===== config.mk =====
export PLATFORM = sky130hd
export DESIGN_NAME = spfa_fifo_access
export DESIGN_NICKNAME = d
export VERILOG_FILES = /design/src/pkg/spfa_pkg.sv /design/src/hdl/spfa_byte_fifo.sv /design/src/hdl/spfa_level_trig.sv /design/src/hdl/spfa_fifo_access.sv
export SDC_FILE = /design/constraint.sdc
export NUM_CORES = 1
export LEC_CHECK = 0
export BUFFER_PORTS_ARGS = -buffer_cell sky130_fd_sc_hd__buf_2
export CORE_MARGIN = 4
export CORE_UTILIZATION = 57
export CTS_BUF_LIST = sky130_fd_sc_hd__clkbuf_4
export DETAILED_ROUTE_END_ITERATION = 12
export PLACE_DENSITY = 0.74
export SYNTH_ARGS = -nofsm -noshare
export SYNTH_HDL_FRONTEND = slang
export SYNTH_HIERARCHICAL = 1
export SYNTH_SLANG_ARGS = --single-unit
export TNS_END_PERCENT = 1

===== constraint.sdc =====
create_clock -name core_clk -period 9.7 [get_ports core_clk]
set_input_delay 1.94 -clock core_clk [delete_from_list [all_inputs] [get_ports core_clk]]
set_output_delay 1.94 -clock core_clk [all_outputs]
set_load 0.005 [all_outputs]

===== src/pkg/spfa_pkg.sv =====
// package: constants and types of the spi host fifo access block
//
// Operation
// rx level flag while rx count >= rx threshold; zero threshold disables it
// tx level flag while tx count <= tx threshold; zero threshold disables it
// tx port write pushes one, two or four bytes by access size
// software puts tx payload in the lowest byte lanes
// tx port write without room sets the tx overflow flag
// accepted tx port write raises the tx byte count by its size
// rx port read pops bytes, byte on 7:0, halfword on 15:0
// rx read asking more than held completes but sets rx underflow flag
// rx port read lowers the rx byte count by the bytes taken
// bytes captured from the slave are pushed into the rx fifo
// count word shows rx count in 31:16 and tx count in 15:0
// word rx read returns four bytes, oldest in the lowest lane
package spfa_pkg;

   // ----------------------------------------------------------------
   // fifo geometry
   // ----------------------------------------------------------------
   localparam int SPFA_DEPTH = 16;
   localparam int SPFA_PTR_W = 4;
   localparam int SPFA_CNT_W = 5;
   localparam int SPFA_NB_W = 3;
   localparam int SPFA_LANES = 4;
   localparam int SPFA_HALF_W = 16;

   // ----------------------------------------------------------------
   // register byte offsets
   // ----------------------------------------------------------------
   localparam logic [7:0] SPFA_OFS_COUNT = 8'h14;
   localparam logic [7:0] SPFA_OFS_THRESH = 8'h1c;
   localparam logic [7:0] SPFA_OFS_TXPORT = 8'h20;
   localparam logic [7:0] SPFA_OFS_RXPORT = 8'h24;
   localparam logic [7:0] SPFA_OFS_ERRSTAT = 8'h28;

   // error and status word bit positions
   localparam int SPFA_BIT_TXOVF = 0;
   localparam int SPFA_BIT_RXUNF = 1;
   localparam int SPFA_BIT_TXLVL = 2;
   localparam int SPFA_BIT_RXLVL = 3;

   localparam logic [31:0] SPFA_THRESH_RST = 32'h0000_0000;

   // ----------------------------------------------------------------
   // bus slave states
   // ----------------------------------------------------------------
   typedef enum logic [1:0] {
      SPFA_ST_IDLE = 2'b00,
      SPFA_ST_CAPT = 2'b01,
      SPFA_ST_ACK = 2'b10
   } spfa_bus_state_type;

endpackage


===== src/hdl/spfa_byte_fifo.sv =====
// byte-wide fifo memory with multi-byte push and registered pop data
`timescale 1ns/10ps
`default_nettype none
module spfa_byte_fifo (
   input wire logic core_clk,
   input wire logic nrst,
   input wire logic [2:0] pushCnt,
   input wire logic [31:0] pushData,
   input wire logic [2:0] popCnt,
   output logic [31:0] popData,
   output logic [4:0] count
);
   typedef struct packed {
      logic [spfa_pkg::SPFA_DEPTH-1:0][7:0] mem;
      logic [spfa_pkg::SPFA_PTR_W-1:0] wrPtr;
      logic [spfa_pkg::SPFA_PTR_W-1:0] rdPtr;
      logic [spfa_pkg::SPFA_CNT_W-1:0] cnt;
      logic [31:0] rdData;
   } spfa_fifo_state_type;

   spfa_fifo_state_type st_reg;
   spfa_fifo_state_type st_next;
   logic [2:0] popN;

   // caller guarantees room for a push; a pop is clipped to what is held
   always_comb begin
      st_next = st_reg;
      popN = (5'(popCnt) > st_reg.cnt) ? st_reg.cnt[2:0] : popCnt;
      if (popCnt != 3'h0) begin
         st_next.rdData = 32'h0; // missing lanes read zero on underflow
      end
      for (int i = 0; i < spfa_pkg::SPFA_LANES; i++) begin
         if (3'(i) < pushCnt) begin
            st_next.mem[st_reg.wrPtr + 4'(i)] = pushData[8*i +: 8];
         end
         if (3'(i) < popN) begin
            st_next.rdData[8*i +: 8] = st_reg.mem[st_reg.rdPtr + 4'(i)]; // oldest low
         end
      end
      st_next.wrPtr = st_reg.wrPtr + 4'(pushCnt);
      st_next.rdPtr = st_reg.rdPtr + 4'(popN);
      st_next.cnt = st_reg.cnt + 5'(pushCnt) - 5'(popN);
   end

   // state register
   always_ff @(posedge core_clk or negedge nrst) begin
      if (!nrst) begin
         st_reg <= '0;
      end else begin
         st_reg <= st_next;
      end
   end

   assign popData = st_reg.rdData;
   assign count = st_reg.cnt;
endmodule
`default_nettype wire


===== src/hdl/spfa_level_trig.sv =====
// registered fifo level comparator against a programmable threshold
`timescale 1ns/10ps
`default_nettype none
module spfa_level_trig #(
   parameter bit ABOVE = 1'b1
) (
   input wire logic core_clk,
   input wire logic nrst,
   input wire logic [15:0] level,
   input wire logic [15:0] thresh,
   output logic hit
);
   typedef struct packed {
      logic hit;
   } spfa_trig_state_type;

   spfa_trig_state_type st_reg;
   spfa_trig_state_type st_next;

   // zero threshold keeps the flag low in both senses
   always_comb begin
      st_next = st_reg;
      if (ABOVE) begin
         st_next.hit = (thresh != 16'h0) && (level >= thresh);
      end else begin
         st_next.hit = (thresh != 16'h0) && (level <= thresh);
      end
   end

   // state register
   always_ff @(posedge core_clk or negedge nrst) begin
      if (!nrst) begin
         st_reg <= '0;
      end else begin
         st_reg <= st_next;
      end
   end

   assign hit = st_reg.hit;
endmodule
`default_nettype wire


===== src/hdl/spfa_fifo_access.sv =====
// wishbone register access to the spi host transmit and receive fifos
`timescale 1ns/10ps
`default_nettype none
module spfa_fifo_access (
   input wire logic core_clk,
   input wire logic nrst,
   input wire logic [7:0] wbAdr,
   input wire logic [31:0] wbDatI,
   output logic [31:0] wbDatO,
   input wire logic [3:0] wbSel,
   input wire logic wbWe,
   input wire logic wbCyc,
   input wire logic wbStb,
   output logic wbAck,
   input wire logic txByteReq,
   output logic [7:0] txByteData,
   output logic txByteValid,
   output logic txEmpty,
   input wire logic rxByteValid,
   input wire logic [7:0] rxByteData,
   output logic rxFull,
   output logic [15:0] txCount,
   output logic [15:0] rxCount,
   output logic txLevelIrq,
   output logic rxLevelIrq,
   output logic txOverflowErr,
   output logic rxUnderflowErr
);
   // ----------------------------------------------------------------
   // word indexes and local sizes
   // ----------------------------------------------------------------
   localparam logic [5:0] IDX_COUNT = spfa_pkg::SPFA_OFS_COUNT[7:2];
   localparam logic [5:0] IDX_THRESH = spfa_pkg::SPFA_OFS_THRESH[7:2];
   localparam logic [5:0] IDX_TXPORT = spfa_pkg::SPFA_OFS_TXPORT[7:2];
   localparam logic [5:0] IDX_RXPORT = spfa_pkg::SPFA_OFS_RXPORT[7:2];
   localparam logic [5:0] IDX_ERRSTAT = spfa_pkg::SPFA_OFS_ERRSTAT[7:2];
   localparam logic [5:0] DEPTH6 = 6'(spfa_pkg::SPFA_DEPTH);
   localparam logic [4:0] DEPTH5 = 5'(spfa_pkg::SPFA_DEPTH);
   localparam int HW = spfa_pkg::SPFA_HALF_W;

   // ----------------------------------------------------------------
   // state
   // ----------------------------------------------------------------
   typedef struct packed {
      spfa_pkg::spfa_bus_state_type state;
      logic [31:0] thresh;
      logic txOvf;
      logic rxUnf;
      logic rxSel;
      logic txValid;
      logic [31:0] rdData;
   } spfa_access_state_type;

   spfa_access_state_type st_reg;
   spfa_access_state_type st_next;

   logic [2:0] selN;
   logic [5:0] wordIdx;
   logic inCapt;
   logic txWrite;
   logic rxRead;
   logic txRoom;
   logic [2:0] txPushN;
   logic [2:0] txPopN;
   logic [2:0] rxPushN;
   logic [2:0] rxPopN;
   logic [31:0] txPopData;
   logic [31:0] rxPopData;
   logic [4:0] txCnt;
   logic [4:0] rxCnt;
   logic txLvl;
   logic rxLvl;
   logic [31:0] errStat;

   // ----------------------------------------------------------------
   // fifos and level comparators
   // ----------------------------------------------------------------
   spfa_byte_fifo txFifo (
      .core_clk(core_clk),
      .nrst(nrst),
      .pushCnt(txPushN),
      .pushData(wbDatI),
      .popCnt(txPopN),
      .popData(txPopData),
      .count(txCnt)
   );

   // captured slave bytes land in the rx fifo
   spfa_byte_fifo rxFifo (
      .core_clk(core_clk),
      .nrst(nrst),
      .pushCnt(rxPushN),
      .pushData({24'h000000, rxByteData}),
      .popCnt(rxPopN),
      .popData(rxPopData),
      .count(rxCnt)
   );

   spfa_level_trig #(.ABOVE(1'b0)) txTrig (
      .core_clk(core_clk),
      .nrst(nrst),
      .level(txCount),
      .thresh(st_reg.thresh[HW-1:0]),
      .hit(txLvl)
   );

   spfa_level_trig #(.ABOVE(1'b1)) rxTrig (
      .core_clk(core_clk),
      .nrst(nrst),
      .level(rxCount),
      .thresh(st_reg.thresh[2*HW-1:HW]),
      .hit(rxLvl)
   );

   // ----------------------------------------------------------------
   // access decode
   // ----------------------------------------------------------------
   // size of a port access is the number of enabled byte lanes
   always_comb begin
      selN = 3'(wbSel[0]) + 3'(wbSel[1]) + 3'(wbSel[2]) + 3'(wbSel[3]);
      wordIdx = wbAdr[7:2];
      inCapt = (st_reg.state == spfa_pkg::SPFA_ST_CAPT);
      txWrite = inCapt && wbWe && (wordIdx == IDX_TXPORT);
      rxRead = inCapt && !wbWe && (wordIdx == IDX_RXPORT);
      txRoom = ({1'b0, txCnt} + 6'(selN)) <= DEPTH6;
   end

   // fifo strobes; a write without room pushes nothing at all
   always_comb begin
      txPushN = (txWrite && txRoom) ? selN : 3'h0;
      txPopN = (txByteReq && (txCnt != 5'h00)) ? 3'h1 : 3'h0;
      rxPushN = (rxByteValid && !rxFull) ? 3'h1 : 3'h0;
      rxPopN = rxRead ? selN : 3'h0;
   end

   // status word layout
   always_comb begin
      errStat = 32'h0;
      errStat[spfa_pkg::SPFA_BIT_TXOVF] = st_reg.txOvf;
      errStat[spfa_pkg::SPFA_BIT_RXUNF] = st_reg.rxUnf;
      errStat[spfa_pkg::SPFA_BIT_TXLVL] = txLvl;
      errStat[spfa_pkg::SPFA_BIT_RXLVL] = rxLvl;
   end

   // ----------------------------------------------------------------
   // next state
   // ----------------------------------------------------------------
   always_comb begin
      st_next = st_reg;
      st_next.txValid = (txPopN != 3'h0);
      case (st_reg.state)
         spfa_pkg::SPFA_ST_IDLE: begin
            st_next.rxSel = 1'b0;
            if (wbCyc && wbStb) begin
               st_next.state = spfa_pkg::SPFA_ST_CAPT;
            end
         end
         spfa_pkg::SPFA_ST_CAPT: begin
            st_next.state = spfa_pkg::SPFA_ST_ACK;
            st_next.rxSel = rxRead;
            st_next.rdData = 32'h0;
            if (!wbWe) begin
               case (wordIdx)
                  IDX_COUNT: begin
                     st_next.rdData = {11'h000, rxCnt, 11'h000, txCnt};
                  end
                  IDX_THRESH: begin
                     st_next.rdData = st_reg.thresh;
                  end
                  IDX_ERRSTAT: begin
                     st_next.rdData = errStat;
                  end
                  default: begin
                     st_next.rdData = 32'h0;
                  end
               endcase
            end
         end
         spfa_pkg::SPFA_ST_ACK: begin
            st_next.state = spfa_pkg::SPFA_ST_IDLE;
         end
         default: begin
            st_next.state = spfa_pkg::SPFA_ST_IDLE;
         end
      endcase

      // threshold word written per byte lane
      if (inCapt && wbWe && (wordIdx == IDX_THRESH)) begin
         for (int i = 0; i < spfa_pkg::SPFA_LANES; i++) begin
            if (wbSel[i]) begin
               st_next.thresh[8*i +: 8] = wbDatI[8*i +: 8];
            end
         end
      end

      // write-one-to-clear error bits
      if (inCapt && wbWe && (wordIdx == IDX_ERRSTAT)) begin
         if (wbSel[0] && wbDatI[spfa_pkg::SPFA_BIT_TXOVF]) begin
            st_next.txOvf = 1'b0;
         end
         if (wbSel[0] && wbDatI[spfa_pkg::SPFA_BIT_RXUNF]) begin
            st_next.rxUnf = 1'b0;
         end
      end

      // setting comes last so a new error beats a clear in the same cycle
      if (txWrite && !txRoom) begin
         st_next.txOvf = 1'b1;
      end
      if (rxRead && (5'(selN) > rxCnt)) begin
         st_next.rxUnf = 1'b1;
      end
   end

   // state register
   always_ff @(posedge core_clk or negedge nrst) begin
      if (!nrst) begin
         st_reg <= '0;
         st_reg.state <= spfa_pkg::SPFA_ST_IDLE;
         st_reg.thresh <= spfa_pkg::SPFA_THRESH_RST;
      end else begin
         st_reg <= st_next;
      end
   end

   // ----------------------------------------------------------------
   // outputs
   // ----------------------------------------------------------------
   // rx data comes straight from the fifo's read register, saving a copy
   assign wbDatO = st_reg.rxSel ? rxPopData : st_reg.rdData;
   assign wbAck = (st_reg.state == spfa_pkg::SPFA_ST_ACK);
   assign txByteData = txPopData[7:0];
   assign txByteValid = st_reg.txValid;
   assign txEmpty = (txCnt == 5'h00);
   assign rxFull = (rxCnt == DEPTH5);
   assign txCount = 16'(txCnt);
   assign rxCount = 16'(rxCnt);
   assign txLevelIrq = txLvl;
   assign rxLevelIrq = rxLvl;
   assign txOverflowErr = st_reg.txOvf;
   assign rxUnderflowErr = st_reg.rxUnf;

   // ----------------------------------------------------------------
   // checks
   // ----------------------------------------------------------------
   rx_level_a: assert property (
      @(posedge core_clk) disable iff (!nrst)
      (st_reg.thresh[2*HW-1:HW] != 16'h0) && (rxCount >= st_reg.thresh[2*HW-1:HW])
      |=> rxLevelIrq)
      else $error("rx level flag missing");

   rx_level_zero_a: assert property (
      @(posedge core_clk) disable iff (!nrst)
      (st_reg.thresh[2*HW-1:HW] == 16'h0) |=> !rxLevelIrq)
      else $error("rx level flag with zero threshold");

   tx_level_a: assert property (
      @(posedge core_clk) disable iff (!nrst)
      (st_reg.thresh[HW-1:0] != 16'h0) && (txCount <= st_reg.thresh[HW-1:0])
      |=> txLevelIrq)
      else $error("tx level flag missing");

   tx_level_off_a: assert property (
      @(posedge core_clk) disable iff (!nrst)
      (txCount > st_reg.thresh[HW-1:0]) |=> !txLevelIrq)
      else $error("tx level flag above threshold");

   tx_push_cnt_a: assert property (
      @(posedge core_clk) disable iff (!nrst)
      txWrite && txRoom && !txByteReq
      |=> txCount == $past(txCount) + 16'($past(selN)))
      else $error("tx count not raised by access size");

   tx_overflow_a: assert property (
      @(posedge core_clk) disable iff (!nrst)
      txWrite && !txRoom |=> txOverflowErr && (txCount <= $past(txCount)))
      else $error("tx overflow not flagged");

   rx_pop_cnt_a: assert property (
      @(posedge core_clk) disable iff (!nrst)
      rxRead && (5'(selN) <= rxCnt) && !rxByteValid
      |=> rxCount == $past(rxCount) - 16'($past(selN)))
      else $error("rx count not lowered by access size");

   rx_underflow_a: assert property (
      @(posedge core_clk) disable iff (!nrst)
      rxRead && (5'(selN) > rxCnt) |=> rxUnderflowErr ##0 wbAck)
      else $error("rx underflow not flagged or read not completed");

   rx_push_a: assert property (
      @(posedge core_clk) disable iff (!nrst)
      rxByteValid && !rxFull && !rxRead |=> rxCount == $past(rxCount) + 16'h0001)
      else $error("rx byte not captured");

   ack_pulse_a: assert property (
      @(posedge core_clk) disable iff (!nrst)
      wbCyc && wbStb && (st_reg.state == spfa_pkg::SPFA_ST_IDLE)
      |=> !wbAck ##1 wbAck ##1 !wbAck)
      else $error("bus answer not two cycles after request");
endmodule
`default_nettype wire


; Yosys cells after proc, flatten, opt, wreduce, memory -nomap -nowiden
; Index checks and enable logic that the tools add are counted.
[totals]
word_cells = 244
output_inout_bits = 80
regBits = 394
inputBits = 59
[op_classes]
n_eq_ne = 9
add_sub_neg = 21
bitwise_logic = 6
order_cmp = 40
n_reduce_logical = 50
mux = 63
[op_table]
columns = op, n
row1 = 2-to-1 mux 128 bit, 8
row2 = bitwise mux 128 bit, 5
row3 = bitwise AND 128 bit, 3
row4 = NOT 128 bit, 3
row5 = demux 8 bit (select 4 bit), 8
row6 = binary-select mux 8 bit (select 4 bit), 5
row7 = 2-to-1 mux 8 bit, 19
row8 = 2-to-1 mux 32 bit, 3
row9 = case mux 32 bit (3 select lines), 1
row10 = "< comparator 4 x 5 -> 1 bit, second input constant", 13
row11 = "greater-or-equal comparator 4 x 1 -> 1 bit, second input constant", 8
row12 = nonzero test 16 bit, 2
row13 = "adder 4 x 2 -> 4 bit, second input constant", 6
row14 = logical AND 1 bit, 24
row15 = nonzero test 2 bit, 10
row16 = "equality test 6 x 4 -> 1 bit, second input constant", 3
row17 = greater-or-equal comparator 5 x 16 -> 1 bit, 1
row18 = <= comparator 5 x 16 -> 1 bit, 1
row19 = "< comparator 1 x 3 -> 1 bit, first input constant", 5
row20 = "adder 4 x 1 -> 4 bit, second input constant", 3
row21 = adder 4 x 3 -> 4 bit, 3
row22 = "equality test 6 x 3 -> 1 bit, second input constant", 2
row23 = "< comparator 2 x 3 -> 1 bit, first input constant", 4
row24 = 2-to-1 mux 3 bit, 4
row25 = other kinds (27), 45

; Longest topological paths before layout
[depth]
ltp_word = 15
depth_mapped = 22

; Modules after synthesis
; Netlist, hierarchy kept.
[by_module_without_submodules]
columns = module, cells_per_inst, instances, seq_area_each_um2, area_per_inst_um2
row1 = spfa_byte_fifo at txFifo, 1668, 1, 4329.2, 15144.5
row2 = spfa_byte_fifo at rxFifo, 1495, 1, 4329.2, 14943.1
row3 = spfa_fifo_access, 307, 1, 1751.7, 3637.2
row4 = spfa_level_trig at txTrig, 63, 1, 25.0, 485.5
row5 = spfa_level_trig at rxTrig, 63, 1, 25.0, 452.9

; Worst setup path before layout
; No wires, ideal clock.
[synth_path]
path_kind = input-to-reg
start = in wbSel[0]
end = reg txFifo/st_reg[77] (netlist name)
path_slack_ns = 3.130
setup_time_ns = 0.126
required_ns = 9.574
arrival_time_ns = 6.444
stages = 18
path_cell_list = fa_1 ha_1 ha_1 inv_1 fa_1 xor2_2 xnor2_1 nor3b_2 or3b_1 a31oi_1 and2_1 buf_2 or2_2 clkbuf_1 nand3_1 nor2_1 mux2_2 a221o_1
[synth_lines]
columns = element, line_no
row1 = from (decl), spfa_fifo_access.sv:10  ; input wire logic [3:0] wbSel,
row2 = to (signal assigned), spfa_byte_fifo.sv:50  ; st_reg <= st_next;
row3 = to (decl), spfa_byte_fifo.sv:21  ; spfa_fifo_state_type st_reg;

==> flow_summary.toml <==
[outcome]
status = "finished with violations"
failed_checks = "max-slew violations"

[clock_network]
cts_post_setup_buffers_inserted = 0
cts_buffer_depth = 3
cts-htree-levels = 3
cts_tree = "yes"
numCtsBuffers = 108
cts.sink_count = 394
hold_buffers = 0
insertion_delay_ns = 0.90
clockRootBuffer = "clkbuf_4"
clkSlewWorstSetupHoldPaths_ns = 0.07
cts_resized = 0

[routing]
wirelength_um = 116000
vias_per_cell = 7.15
drc = 0
dr.pass1.iters = 8
num_vias = 28600
ant_nets = 0
drtIter0Drc = 4401
post_drt_wl_per_cell_um = 29.1

[sta]
tns_ns = 0
post-route-period-util = 0.724
setup_violations = 0
drv_slew = 64
hold_viol = 0
min_period_ns = 7.03
fmax_ghz = 0.142
tightest_slew_ns = 1.79
slew_headroom = -0.205
rsz0062_at_grt = "false"
fin_skew_ns = 0.0945

[floorplan]
rows = 84
chipWidth_um = 240
die-area_um2 = 57800
fp.coreArea_um2 = 53100
initial_core_util = 0.580
die_y_um = 240
pin_count = 139

[grt]
grt_pass1_vias = 27400
grt_util_met3 = 0.154
gr-usage-all-layers = 0.392
grt-busiest-layer = "met2"
antenna_found_initial = 6
use_met2 = 0.562
grt_max_degree = 147
grt.met1_usage = 0.518
grt.overflow.total = 0
grt_pass1_wl_um = 171000

[setup_path]
critPathKind = "input port to flop"
required_ns = 10.44
reg2reg_depth = 14
arrival_ns = 7.76
crit_fanout = 11
worstSetupEndpointType = "flop"
start_kind = "input port"

[cells_and_area]
n_fill_cell = 4537
final_cell_mix = "dfrtp_1 (391), nor2_1 (340), mux2i_1 (301)"
syn_to_final_growth_pct = 5.07
final_util = 0.610
fin_nets = 3368
design_area_um2 = 32400
drive_gt1_frac = 0.179
layout_commonest_cell = "dfrtp_1"

[pwr]
cellPowerDensity_nw_per_um2 = 293
p_leak_nw = 15.3
vdd_drop_max_mv = 0.172

[yosys]
syn_inst = 3241
syn_area_per_cell_um2 = 9.50
ys_warn_count = 6
synth_area_um2 = 30800

[placement]
port_buffers = 114
gp_congestion = 1.04
hpwl_um = 80300
place_area_um2 = 31000

[worst_hold_path]
holdPathStages = 1
hold_path_class = "flop to flop"

[job]
drv_cap = 0
==> critical path, stage by stage <==
cell and delay (ns):
buf_2 0.12, fa_1 0.47, ha_1 0.22, ha_1 0.42
inv_1 0.09, fa_1 0.46, xor2_2 0.21, xnor2_1 0.17
nor3b_2 0.22, or3b_1 0.40, a31oi_1 0.28, and2_1 0.58
or2_2 0.28, nand3_1 0.30, nor2_1 0.84, mux2_2 0.42
a221o_1 0.32
==> where the power goes <==
group / leakage [nW] / total [mW] / internal, mW / switching [mW]
logic: 9.39 / 5.07 / 2.27 / 2.80
registers: 5.12 / 2.90 / 2.06 / 0.843
clock network: 0.785 / 1.50 / 0.735 / 0.760
total: 15.3 / 9.47 / 5.06 / 4.40
==> final cells by class <==
type	instances	area, µm²	area share
Inverter	94	353	0.0109
Tap cell	688	861	0.0266
Clock buffer	149	1120	0.0346
Timing Repair Buffer	129	718	0.0222
Antenna cell	6	15.0	0.000464
Sequential cell	394	9870	0.305
Clock inverter	44	204	0.00630
Multi-Input combinational cell	2493	19200	0.594
==> metrics by stage <==
step                      cells  setup slack [ns]  hold WS (ns)  power, mW
final                      3997              2.67         0.460       9.47
after global routing       3994              2.56         0.482       9.91
after CTS                  3991              2.93         0.462       9.13
after detailed placement   3798              2.03         0.454       7.62
after global placement     3798              2.26         0.444       7.46
after floorplan            3340              3.13         0.432       6.38
==> metal layers <==
metal  part of all wire  up-vias
met5            0.00049        -
met4              0.061        2
met3               0.15      498
met2               0.42     2231
met1               0.37    13900
li1                   -    12000
==> path summary, 6_finish.rpt <==
kind	slack, ns	start	endpoint
min	0.46	st_reg[68]	st_reg[68]
max in group asynchronous	7.15	nrst	txFifo/st_reg[85]
min in group asynchronous	1.11	nrst	st_reg[26]
max	2.67	wbSel[0]	txFifo/st_reg[77]
max reg2reg	4.21	txFifo/count[0]	txFifo/st_reg[77]
min reg2reg	0.46	st_reg[68]	st_reg[68]
Note: power is estimated with default switching activity, not from simulation.
